<file path="src/rtl/iosc_pkg.sv">
package iosc_pkg;

	// Port addresses of the I/O space.
	localparam logic [7:0] ADDR_GPIO_PORT0_DATA        = 8'h00;
	localparam logic [7:0] ADDR_GPIO_PORT1_DATA        = 8'h01;
	localparam logic [7:0] ADDR_AUX_INPUT_PORT         = 8'h02;
	localparam logic [7:0] ADDR_PORT0_IRQ_ENABLE       = 8'h04;
	localparam logic [7:0] ADDR_PORT1_IRQ_ENABLE       = 8'h05;
	localparam logic [7:0] ADDR_PORT0_IRQ_POLARITY     = 8'h06;
	localparam logic [7:0] ADDR_PORT1_IRQ_POLARITY     = 8'h07;
	localparam logic [7:0] ADDR_PORT0_DRIVE_MODE_A     = 8'h0a;
	localparam logic [7:0] ADDR_PORT0_DRIVE_MODE_B     = 8'h0b;
	localparam logic [7:0] ADDR_PORT1_DRIVE_MODE_A     = 8'h0c;
	localparam logic [7:0] ADDR_PORT1_DRIVE_MODE_B     = 8'h0d;
	localparam logic [7:0] ADDR_USB_FUNCTION_ADDRESS   = 8'h10;
	localparam logic [7:0] ADDR_ENDPOINT_ZERO_COUNT    = 8'h11;
	localparam logic [7:0] ADDR_ENDPOINT_ZERO_CONFIG   = 8'h12;
	localparam logic [7:0] ADDR_ENDPOINT_ONE_COUNT     = 8'h13;
	localparam logic [7:0] ADDR_ENDPOINT_ONE_CONFIG    = 8'h14;
	localparam logic [7:0] ADDR_ENDPOINT_TWO_COUNT     = 8'h15;
	localparam logic [7:0] ADDR_ENDPOINT_TWO_CONFIG    = 8'h16;
	localparam logic [7:0] ADDR_USB_STATUS_CONTROL     = 8'h1f;
	localparam logic [7:0] ADDR_GLOBAL_IRQ_ENABLE      = 8'h20;
	localparam logic [7:0] ADDR_ENDPOINT_IRQ_ENABLE    = 8'h21;
	localparam logic [7:0] ADDR_FREE_TIMER_LOW         = 8'h24;
	localparam logic [7:0] ADDR_FREE_TIMER_HIGH        = 8'h25;
	localparam logic [7:0] ADDR_WATCHDOG_KICK          = 8'h26;
	localparam logic [7:0] ADDR_CAPTURE_A_RISE         = 8'h40;
	localparam logic [7:0] ADDR_CAPTURE_A_FALL         = 8'h41;
	localparam logic [7:0] ADDR_CAPTURE_B_RISE         = 8'h42;
	localparam logic [7:0] ADDR_CAPTURE_B_FALL         = 8'h43;
	localparam logic [7:0] ADDR_CAPTURE_CONFIG         = 8'h44;
	localparam logic [7:0] ADDR_CAPTURE_STATUS         = 8'h45;
	localparam logic [7:0] ADDR_SERIAL_PORT_DATA       = 8'h60;
	localparam logic [7:0] ADDR_SERIAL_PORT_CONTROL    = 8'h61;
	localparam logic [7:0] ADDR_CLOCK_SOURCE_CONFIG    = 8'hf8;
	localparam logic [7:0] ADDR_PROCESSOR_STATUS_CTRL  = 8'hff;

	// Reset values.
	localparam logic [7:0] RESET_ZERO                  = 8'h00;
	localparam logic [7:0] RESET_CLOCK_SOURCE_CONFIG   = 8'h00;
	localparam logic [7:0] RESET_PROCESSOR_STATUS_CTRL = 8'h01;

	// Clock configuration field positions.
	localparam int CLK_RESUME_DELAY_BIT  = 7;
	localparam int CLK_WAKE_ADJ_MSB      = 6;
	localparam int CLK_WAKE_ADJ_LSB      = 4;
	localparam int CLK_LVR_DISABLE_BIT   = 3;
	localparam int CLK_PRECISION_BIT     = 2;
	localparam int CLK_OUT_DISABLE_BIT   = 1;
	localparam int CLK_EXT_OSC_BIT       = 0;

	// Auxiliary input bit positions.
	localparam int AUX_DPLUS_BIT         = 0;
	localparam int AUX_OSC_IN_BIT        = 1;
	localparam int AUX_REG_BIT           = 2;
	localparam int AUX_DMINUS_BIT        = 3;

	// Timer high register holds 4 bits.
	localparam int TIMER_WIDTH           = 12;
	localparam int TIMER_HIGH_WIDTH      = 4;

	// Data RAM size.
	localparam int RAM_DEPTH             = 256;

	// Timing figures.
	localparam int CLK_FREQ_HZ           = 100_000_000;
	localparam int TIMER_FREQ_HZ         = 1_000_000;
	localparam int TIMER_DIV             = CLK_FREQ_HZ / TIMER_FREQ_HZ;
	localparam int RESUME_LONG_US        = 4000;
	localparam int RESUME_SHORT_US       = 128;
	localparam int RESUME_INT_US         = 8;
	localparam int CYCLES_PER_US         = CLK_FREQ_HZ / 1_000_000;
	localparam int RESUME_LONG_CYC       = RESUME_LONG_US * CYCLES_PER_US;
	localparam int RESUME_SHORT_CYC      = RESUME_SHORT_US * CYCLES_PER_US;
	localparam int RESUME_INT_CYC        = RESUME_INT_US * CYCLES_PER_US;
	localparam int DELAY_WIDTH           = 20;

	typedef enum logic [1:0] {
		IOSC_RUN,
		IOSC_OSC_START,
		IOSC_RESUME_WAIT
	} iosc_state_t;

endpackage

</file>
<file path="src/rtl/iosc_io_space.sv">
`timescale 1ns/100ps
`default_nettype none

module iosc_io_space
	import iosc_pkg::*;
(
	input  wire logic       core_clk,
	input  wire logic       srst,
	input  wire logic       portRead,
	input  wire logic       portWrite,
	input  wire logic       portWriteIndexed,
	input  wire logic [7:0] portAddr,
	input  wire logic [7:0] indexX,
	input  wire logic [7:0] accIn,
	output logic      [7:0] readData,
	input  wire logic       ramWrite,
	input  wire logic [7:0] ramAddr,
	input  wire logic [7:0] ramWriteData,
	output logic      [7:0] ramReadData,
	input  wire logic       usbDplus,
	input  wire logic       usbDminus,
	input  wire logic       regulatorPin,
	input  wire logic       oscillatorInputPin,
	input  wire logic [7:0] captureARise,
	input  wire logic [7:0] captureAFall,
	input  wire logic [7:0] captureBRise,
	input  wire logic [7:0] captureBFall,
	input  wire logic [7:0] captureStatus,
	input  wire logic       extClockStable,
	input  wire logic       suspendWake,
	output logic            coreHalt,
	output logic            externalClockActive,
	output logic            watchdogClear,
	output logic [7:0]      rwRegs [0:18],
	output logic [7:0]      woRegs [0:7],
	output logic [7:0]      clockSourceConfig,
	output logic [7:0]      processorStatusControl
);

	// Read/write register addresses, stored in rwRegs by index.
	localparam logic [7:0] RW_ADDRS [0:18] = '{
		ADDR_GPIO_PORT0_DATA, ADDR_GPIO_PORT1_DATA,
		ADDR_USB_FUNCTION_ADDRESS, ADDR_ENDPOINT_ZERO_COUNT,
		ADDR_ENDPOINT_ZERO_CONFIG, ADDR_ENDPOINT_ONE_COUNT,
		ADDR_ENDPOINT_ONE_CONFIG, ADDR_ENDPOINT_TWO_COUNT,
		ADDR_ENDPOINT_TWO_CONFIG, ADDR_USB_STATUS_CONTROL,
		ADDR_GLOBAL_IRQ_ENABLE, ADDR_ENDPOINT_IRQ_ENABLE,
		ADDR_CAPTURE_CONFIG, ADDR_SERIAL_PORT_DATA,
		ADDR_SERIAL_PORT_CONTROL, ADDR_CLOCK_SOURCE_CONFIG,
		ADDR_PROCESSOR_STATUS_CTRL, ADDR_GPIO_PORT0_DATA,
		ADDR_GPIO_PORT0_DATA
	};
	localparam int RW_COUNT = 15;

	// Write-only register addresses, stored in woRegs by index.
	localparam logic [7:0] WO_ADDRS [0:7] = '{
		ADDR_PORT0_IRQ_ENABLE, ADDR_PORT1_IRQ_ENABLE,
		ADDR_PORT0_IRQ_POLARITY, ADDR_PORT1_IRQ_POLARITY,
		ADDR_PORT0_DRIVE_MODE_A, ADDR_PORT0_DRIVE_MODE_B,
		ADDR_PORT1_DRIVE_MODE_A, ADDR_PORT1_DRIVE_MODE_B
	};

	logic [7:0]            writeAddr;
	logic                  writeStrobe;
	logic [7:0]            clockCfg_reg;
	logic [7:0]            procStatus_reg;
	logic [7:0]            ram_reg [0:RAM_DEPTH-1];
	logic [TIMER_WIDTH-1:0] timer_reg;
	logic [6:0]            timerDiv_reg;
	logic                  extActive_reg;
	iosc_state_t           state_reg;
	logic [DELAY_WIDTH-1:0] delay_reg;
	logic [DELAY_WIDTH-1:0] resumeCycles;
	logic [7:0]            rdMux;
	logic [3:0]            auxSync0_reg;
	logic [3:0]            auxSync1_reg;
	logic [3:0]            auxSync2_reg;
	logic [3:0]            aux_reg;
	logic [3:0]            auxRaw;

	// Target address: direct address, or X plus operand for indexed writes.
	always_comb begin
		writeStrobe = portWrite | portWriteIndexed;
		if (portWriteIndexed) begin
			writeAddr = 8'(indexX + portAddr);
		end else begin
			writeAddr = portAddr;
		end
	end

	// Read/write registers other than clock and processor status.
	genvar gi;
	generate
		for (gi = 0; gi < RW_COUNT; gi++) begin : gRw
			always_ff @(posedge core_clk) begin
				if (srst) begin
					rwRegs[gi] <= RESET_ZERO;
				end else if (writeStrobe && writeAddr == RW_ADDRS[gi]) begin
					rwRegs[gi] <= accIn;
				end
			end
		end
		for (gi = RW_COUNT; gi < 19; gi++) begin : gRwSpare
			assign rwRegs[gi] = RESET_ZERO;
		end
		for (gi = 0; gi < 8; gi++) begin : gWo
			always_ff @(posedge core_clk) begin
				if (srst) begin
					woRegs[gi] <= RESET_ZERO;
				end else if (writeStrobe && writeAddr == WO_ADDRS[gi]) begin
					woRegs[gi] <= accIn;
				end
			end
		end
	endgenerate

	// Clock configuration register, all eight bits read/write.
	always_ff @(posedge core_clk) begin
		if (srst) begin
			clockCfg_reg <= RESET_CLOCK_SOURCE_CONFIG;
		end else if (writeStrobe && writeAddr == ADDR_CLOCK_SOURCE_CONFIG) begin
			clockCfg_reg <= accIn;
		end
	end

	// Processor status keeps its own reset value, not zero.
	always_ff @(posedge core_clk) begin
		if (srst) begin
			procStatus_reg <= RESET_PROCESSOR_STATUS_CTRL;
		end else if (writeStrobe &&
		             writeAddr == ADDR_PROCESSOR_STATUS_CTRL) begin
			procStatus_reg <= accIn;
		end
	end

	// Watchdog clear pulses on any write to its address.
	always_ff @(posedge core_clk) begin
		if (srst) begin
			watchdogClear <= 1'b0;
		end else begin
			watchdogClear <= writeStrobe &&
			                 writeAddr == ADDR_WATCHDOG_KICK;
		end
	end

	// Free-running 12-bit timer advanced by a 1 MHz enable.
	always_ff @(posedge core_clk) begin
		if (srst) begin
			timerDiv_reg <= '0;
			timer_reg    <= '0;
		end else if (timerDiv_reg == 7'(TIMER_DIV - 1)) begin
			timerDiv_reg <= '0;
			timer_reg    <= timer_reg + 1'b1;
		end else begin
			timerDiv_reg <= timerDiv_reg + 1'b1;
		end
	end

	// Pin inputs pass three flops; a change counts when stages two and three agree.
	assign auxRaw = {usbDminus, regulatorPin, oscillatorInputPin, usbDplus};
	always_ff @(posedge core_clk) begin
		if (srst) begin
			auxSync0_reg <= '0;
			auxSync1_reg <= '0;
			auxSync2_reg <= '0;
			aux_reg      <= '0;
		end else begin
			auxSync0_reg <= auxRaw;
			auxSync1_reg <= auxSync0_reg;
			auxSync2_reg <= auxSync1_reg;
			aux_reg      <= (auxSync1_reg & auxSync2_reg) |
			                (aux_reg & (auxSync1_reg | auxSync2_reg));
		end
	end

	// Resume delay chosen by oscillator mode and bit 7.
	always_comb begin
		if (!clockCfg_reg[CLK_EXT_OSC_BIT]) begin
			resumeCycles = DELAY_WIDTH'(RESUME_INT_CYC);
		end else if (clockCfg_reg[CLK_RESUME_DELAY_BIT]) begin
			resumeCycles = DELAY_WIDTH'(RESUME_LONG_CYC);
		end else begin
			resumeCycles = DELAY_WIDTH'(RESUME_SHORT_CYC);
		end
	end

	// Clock switch sequencer: halt, wait for stable clock, then resume delay.
	always_ff @(posedge core_clk) begin
		if (srst) begin
			state_reg     <= IOSC_RUN;
			delay_reg     <= '0;
			extActive_reg <= 1'b0;
		end else begin
			unique case (state_reg)
				IOSC_RUN: begin
					if (!extActive_reg && writeStrobe &&
					    writeAddr == ADDR_CLOCK_SOURCE_CONFIG &&
					    accIn[CLK_EXT_OSC_BIT]) begin
						state_reg <= IOSC_OSC_START;
					end else if (suspendWake) begin
						extActive_reg <= clockCfg_reg[CLK_EXT_OSC_BIT];
						state_reg     <= clockCfg_reg[CLK_EXT_OSC_BIT] ?
						                 IOSC_OSC_START : IOSC_RESUME_WAIT;
						delay_reg     <= resumeCycles;
					end
				end
				IOSC_OSC_START: begin
					if (extClockStable) begin
						extActive_reg <= 1'b1;
						delay_reg     <= resumeCycles;
						state_reg     <= IOSC_RESUME_WAIT;
					end
				end
				IOSC_RESUME_WAIT: begin
					if (delay_reg <= DELAY_WIDTH'(1)) begin
						state_reg <= IOSC_RUN;
					end else begin
						delay_reg <= delay_reg - 1'b1;
					end
				end
			endcase
		end
	end

	// Shared data RAM.
	always_ff @(posedge core_clk) begin
		if (ramWrite) begin
			ram_reg[ramAddr] <= ramWriteData;
		end
		ramReadData <= ram_reg[ramAddr];
	end

	// Read decode: write-only and unassigned addresses read zero.
	always_comb begin
		rdMux = RESET_ZERO;
		for (int i = 0; i < RW_COUNT; i++) begin
			if (portAddr == RW_ADDRS[i]) begin
				rdMux = rwRegs[i];
			end
		end
		unique case (portAddr)
			ADDR_AUX_INPUT_PORT: rdMux = {4'h0, aux_reg};
			ADDR_FREE_TIMER_LOW: rdMux = timer_reg[7:0];
			ADDR_FREE_TIMER_HIGH: begin
				rdMux = {4'h0, timer_reg[TIMER_WIDTH-1:8]};
			end
			ADDR_CAPTURE_A_RISE: rdMux = captureARise;
			ADDR_CAPTURE_A_FALL: rdMux = captureAFall;
			ADDR_CAPTURE_B_RISE: rdMux = captureBRise;
			ADDR_CAPTURE_B_FALL: rdMux = captureBFall;
			ADDR_CAPTURE_STATUS: rdMux = captureStatus;
			ADDR_CLOCK_SOURCE_CONFIG: rdMux = clockCfg_reg;
			ADDR_PROCESSOR_STATUS_CTRL: rdMux = procStatus_reg;
			default: begin
			end
		endcase
	end

	// Read data registered on the read strobe.
	always_ff @(posedge core_clk) begin
		if (srst) begin
			readData <= RESET_ZERO;
		end else if (portRead) begin
			readData <= rdMux;
		end
	end

	assign coreHalt               = (state_reg != IOSC_RUN);
	assign externalClockActive    = extActive_reg;
	assign clockSourceConfig      = clockCfg_reg;
	assign processorStatusControl = procStatus_reg;

endmodule

`default_nettype wire

</file>
<file path="config.mk">
export PLATFORM = sky130hd
export DESIGN_NAME = iosc_io_space
export DESIGN_NICKNAME = d
export VERILOG_FILES = /design/src/rtl/iosc_pkg.sv /design/src/rtl/iosc_io_space.sv
export SDC_FILE = /design/constraint.sdc
export NUM_CORES = 2
export LEC_CHECK = 0
export BUFFER_PORTS_ARGS = -buffer_cell sky130_fd_sc_hd__buf_2
export CAP_MARGIN = 10
export CORE_ASPECT_RATIO = 1.5
export CORE_MARGIN = 2
export CORE_UTILIZATION = 35
export CTS_CLUSTER_SIZE = 12
export DETAILED_ROUTE_END_ITERATION = 7
export GPL_TIMING_DRIVEN = 0
export PLACE_DENSITY_LB_ADDON = 0.1
export SYNTH_ARGS = -nofsm -noshare
export SYNTH_HDL_FRONTEND = slang
export SYNTH_SLANG_ARGS = --single-unit
</file>
<file path="constraint.sdc">
create_clock -name core_clk -period 9 [get_ports core_clk]
set_input_delay 0 -clock core_clk [delete_from_list [all_inputs] [get_ports core_clk]]
set_output_delay 0 -clock core_clk [all_outputs]
set_load 0.05 [all_outputs]
</file>
Word level (Yosys, flattened, before mapping)
Memory sizes are Yosys's and may differ from the RTL's. A register that Yosys moved wholly into a read port is not among the register bits.
Cells that the tools add are included.
{"block": "word_totals", "mem_count": 1, "output_inout_bits": 251, "mem_bits_rw": 2048, "register_bits": 267}
{"memory": "ram_reg", "depth": 256, "word_bits": 8, "read_ports": 1, "rd_clocked_by_memory_dff": 1, "write_ports": 1, "line_no": "iosc_io_space.sv:67", "source": "logic [7:0] ram_reg [0:RAM_DEPTH-1];"}
{"block": "op_classes", "eq_ne": 58, "n_bitwise": 5, "n_mux": 36, "n_reduce_logical": 39, "magnitude_cmp": 1, "add_sub_neg": 4}
{"operator": "== test 8 x 5 -> 1 bit, second input constant", "count": 16}
{"operator": "two-way mux 8 bit", "count": 16}
{"operator": "== test 8 x 7 -> 1 bit, second input constant", "count": 11}
{"operator": "two-way mux 20 bit", "count": 4}
{"operator": "case mux 8 bit (10 select lines)", "count": 1}
{"operator": "case mux 20 bit (3 select lines)", "count": 1}
{"operator": "== test 8 x 6 -> 1 bit, second input constant", "count": 7}
{"operator": "two-way mux 19 bit", "count": 2}
{"operator": "== test 8 x 3 -> 1 bit, second input constant", "count": 4}
{"operator": "== test 8 x 4 -> 1 bit, second input constant", "count": 4}
{"operator": "== test 8 bit, second input constant", "count": 4}
{"operator": "logical AND 1 bit", "count": 29}
{"operator": "less-or-equal comparator 20 x 1 -> 1 bit, second input constant", "count": 1}
{"operator": "subtractor 20 x 1 -> 20 bit, second input constant", "count": 1}
{"operator": "== test 8 x 1 -> 1 bit, second input constant", "count": 2}
{"operator": "zero test 8 bit", "count": 2}
{"operator": "adder 12 x 1 -> 12 bit, second input constant", "count": 1}
{"operator": "two-way mux 2 bit", "count": 5}
{"operator": "inequality test 2 bit, second input constant", "count": 5}
{"operator": "adder 8 bit", "count": 1}
{"operator": "bitwise AND 4 bit", "count": 2}
{"operator": "== test 8 x 2 -> 1 bit, second input constant", "count": 1}
{"operator": "bitwise OR 4 bit", "count": 2}
{"operator": "AND reduction 4 bit", "count": 2}
{"operator": "14 further kinds", "count": 19}

Logic depth before layout (Yosys ltp)
{"block": "logic_depth", "word_depth": 17, "depth_mapped": 14, "ltp_nobuf": 10}

Least setup slack after synthesis
No wires, ideal clock.
{"block": "synth_path", "kind": "input port to flip-flop", "from": "in portAddr[1]", "to": "reg rwRegs[62] in the netlist's numbering", "path_slack_ns": 5.931, "required_ns": 8.868, "arrival_ns": 2.937, "stages": 12, "setup_ns": 0.132, "cell_sequence": "clkbuf_1 > clkinv_1 > fa_1 > nor2b_1 > o31a_1 > o311ai_1 > mux2_2 > or4_1 > clkbuf_1 > buf_2 > o31ai_1 > a21oi_1"}
{"block": "synth_via", "elab_chain_cells": 4}
{"item": "start, declared", "line_no": "iosc_io_space.sv:12", "source": "input wire logic [7:0] portAddr,"}
{"item": "adder 8 bit", "line_no": "iosc_io_space.sv:85", "source": "writeAddr = 8'(indexX + portAddr);"}
{"item": "two-way mux 8 bit *", "line_no": "iosc_io_space.sv:84", "source": "if (portWriteIndexed) begin"}
{"item": "== test 8 x 6 -> 1 bit *", "line_no": "iosc_io_space.sv:98", "source": "end else if (writeStrobe && writeAddr == RW_ADDRS[gi]) begin"}
{"item": "logical AND 1 bit *", "line_no": "iosc_io_space.sv:98"}
{"item": "end signal, assigned by index", "line_no": "iosc_io_space.sv:99", "source": "rwRegs[gi] <= accIn;"}
{"item": "end, declared", "line_no": "iosc_io_space.sv:34", "source": "output logic [7:0] rwRegs [0:18],"}
Mark *: on every way between the ends. The rest lies on a longest branch, timed or not.
A chain may end at the register's enable or synchronous reset.

Worst setup path in the final report
{"block": "layout_path", "from": "in ramAddr[1]", "to": "mem ram_reg[75][7] (enable)"}
{"item": "start, declared", "line_no": "iosc_io_space.sv:17", "source": "input wire logic [7:0] ramAddr,"}
{"item": "end, declared", "line_no": "iosc_io_space.sv:67"}
Straight into the memory's write port.

==> key figures <==
Clock network
  • TritonCTS clock tree: yes
  • Clk buf depth: 4
  • CTS H-Tree Depth: 4
  • Inserted Clock Buffers: 236
  • Clock transition at path regs: ~60 ps
  • Clk root buf: clkbuf_16
  • Clk_lat worst skew: between 900 and 1000 ps
  • # clock sinks: 2323

Pwr
  • Combinational share of power: 0.094
  • Leakage: 34.1 nW
  • PwrDens: 215 nW/um^2
  • Cell Int Power: around 17 mW
  • Sequential share of power: 0.508
  • Peak supply drop: 148 uV
  • Clock Power Share: 0.397
  • Psw: a little under 6 mW
  • Switching fraction of total power: 0.253

Critical path
  • Req. time, crit path: between 9000 and 10000 ps
  • Kind of end point of the critical path: register
  • Crit path DAT: between 5000 and 6000 ps
  • Number of buffers and inverters on the critical path: 6
  • Cell family with most CP delay: buffers and inverters
  • Critical R2R Capture: ramReadData[1]
  • Startpoint class of the critical path: input port
  • Internal reg-to-reg setup slack: roughly 5400 ps
  • Slowest stage cell, crit path: nand3_1
  • Max stage delay on crit path: approximately 1100 ps
  • Worst-path fanout max: 10
  • WS Path Type: input port to register
  • Crit path depth: 8
  • Worst r2r path cells: 6
  • Reg2reg start: ram_reg[26][1]
  • Crit path top cell by count: buf_2
  • Worst path cell trace: buf_2 > buf_2 > buf_2 > buf_2 > buf_1 > nand3_1 > clkbuf_2 > nor2_1

Synth
  • Synth area leaders: edfxtp_1 66%, mux4_2 15%, dfxtp_1 5.9%, o31ai_1 1.4%, nor2_1 1.4%
  • Top-count cell post-synth: edfxtp_1
  • Post-synth top area share: 0.659
  • Post-synth ARST share: 0
  • Synth unique cells: 87
  • Post-synth top area cell: edfxtp_1
  • Ys Warns: 0
  • Synth Flop Type: edfxtp_1
  • Post-Syn Area per Cell: approximately 18 sq um
  • Seq/Total Area, Yosys: 0.718
  • Gate Count Post-Synth: about 5.1k
  • Syn Std Cell Area: approximately 93000 sq um
  • Synth Register Bits: between 2k and 2.5k
  • EDFF count, synth: approximately 2k
  • Most instantiated cells after synthesis: 2048 x edfxtp_1, 639 x mux4_2, 358 x nor2_1

Floorplan
  • Core Rows: roughly 230
  • Initial Utilization: 0.351
  • Core footprint: 266000 sq um
  • # IOs: approximately 340
  • Die ar.: about 270000 sq um
  • Die H: around 640 um
  • Die width: around 430 um

Global routing
  • Vias in the first global route: between 50k and 60k
  • Global Route Usage Sum: 0.284
  • Gr ovfl total: 0
  • Initial antenna violation count: 12
  • First-pass GRT wire length: around 500 mm
  • Largest net degree at the start of global routing: ~150

Layout
  • Max reg flops: 2048
  • Share of cells above drive strength 1: 0.257
  • Post-layout instance area: 108000 sq um
  • Nets: roughly 6k
  • Synth-to-Final Area Change: 15.9%
  • Fill count: 24.2k

STA
  • Worst Skew: a little under 40 ps
  • Final min period: 5130 ps
  • RSZ-0062 raised after global routing: false
  • Final slew viol count: 0
  • Final setup fails: 0
  • Setup_tns: 0 ps
  • Relative slew slack: 0.120
  • Measured slew at the worst slew-check pin: between 1000 and 1500 ps
  • Final Hold Viols: 0
  • Fmax: 195 MHz
  • Period Utilization, post-route: 0.570

Drt
  • Routed Antenna Nets: 0
  • Vias per Instance: 5.93
  • First-pass DRT Iterations: 6
  • Initial detailed-routing violation count: between 6k and 7k
  • Via count: ~56k
  • Final WL: between 300 and 400 mm
  • Post-route DRC: 0
  • Routed len/inst: between 40 and 50 um

Min path
  • Worst Hold End: externalClockActive
  • Hold depth: 5
  • Worst min path class: input port to register
  • Origin of the worst min-delay path: suspendWake

Outcome
  • Status: finished clean

Placed design
  • Routability cong.: approximately 0.95
  • Final HPWL from detailed placement: around 270 mm
  • Input/output buffers: a little over 300
  • DP Area: roughly 100000 sq um

Flow run
  • MaxCap Viol Count: 0
==> power by group through the flow <==
stage          registers, mW  clock network [mW]  logic (mW)
2_1_floorplan           12.1                   0        1.01
3_5_place_dp            12.0                   0        2.14
6_report                11.8                9.24        2.19
5_1_grt                 11.8                9.71        2.24
3_3_place_gp            12.1                   0        2.08
4_1_cts                 11.8                9.36        2.18
==> through the flow <==
step                std cells  power (mW)  setup WS, ps  hold slack, ps  utilization
floorplan                5116        13.1          5930            98.9            -
finish                   9456        23.2          3870            92.6        0.407
global placement         8929        14.2          1360             219        0.374
detailed placement       8986        14.2          3070             223        0.379
CTS                      9445        23.3          4040            19.3        0.407
global route             9448        23.8          3950            88.3        0.407
==> what timing repair did <==
item | 4_1_cts | 5_1_grt
buffers inserted | 0 | 0
endpoints found under the hold margin | 1431 | 0
gates resized for setup | 0 | 0
hold buffers | 75 | 0
==> area by class of cell <==
cell class / instances / area (sq um) / area share
well taps: 3510 / 4390 / 0.0406
plain buffers: 406 / 1960 / 0.0182
clock buffers: 336 / 6380 / 0.0590
inverters: 24 / 90.1 / 0.000833
clock inverters: 48 / 393 / 0.00363
multi-input cells: 2363 / 24500 / 0.226
repair buffers: 436 / 3390 / 0.0313
diodes: 10 / 25.0 / 0.000231
flip-flops and latches: 2323 / 67000 / 0.620
==> layer usage <==
metal / global-route usage / share of wire / wire [um]
met4: 0.168 / 0.072 / 28100
met2: 0.498 / 0.51 / 200000
met3: 0.0465 / 0.066 / 25900
met5: 0 / 0.00012 / 45
met1: 0.325 / 0.35 / 137000
==> layout by cell type (no fill, tap or decap), types with 32 or more instances in the layout <==
| master | n |
|---|---|
| edfxtp_1 | 2048 |
| dfxtp_1 | 275 |
| clkbuf_16 | 237 |
| mux4_2 | 639 |
| nand3_1 | 73 |
| a21oi_1 | 234 |
| dlygate4sd3_1 | 75 |
| a22oi_1 | 34 |
| o21ai_0 | 44 |
| buf_2 | 379 |
| nand2_1 | 140 |
| o31ai_1 | 180 |
| conb_1 | 32 |
| nand4_1 | 188 |
| nor2_1 | 357 |
| buf_4 | 60 |
| mux2i_1 | 45 |
| clkbuf_2 | 63 |
| clkbuf_1 | 275 |
| nor2b_1 | 43 |
==> worst min-delay path, cell delays in order <==
cell	delay (ps)
dlygate4sd3_1	550
buf_2	130
nand2_1	50
nor3_1	130
a211oi_1	90
==> worst max-delay path by stage <==
stage,to,startpoint,slack [ps]
after floorplan,rwRegs[62],portAddr[1],5930
after global placement,ram_reg[75][1],ramAddr[1],1360
after detailed placement,ram_reg[75][1],ramAddr[1],3070
after CTS,ram_reg[75][7],ramAddr[1],4040
after global routing,ram_reg[75][1],ramAddr[1],3950
final,ram_reg[75][7],ramAddr[1],3870
==> kinds of logic (layout without fill, tap and decap cells) <==
| group | count (synthesis) | in the layout | share of synthesized area |
|---|---|---|---|
| buffers and inverters | 430 | 1250 | 0.0209 |
| multiplexers | 690 | 690 | 0.160 |
| XOR/XNOR | 13 | 13 | 0.00122 |
| AO/OA/AOI/OAI | 661 | 661 | 0.0470 |
| other | 1 | 42 | 0.0000402 |
| flip-flops | 2323 | 2323 | 0.718 |
| AND/OR/NAND/NOR | 952 | 952 | 0.0505 |
| adder cells (fa/ha/maj) | 15 | 15 | 0.00209 |
Note: power is estimated with default switching activity, not from simulation.
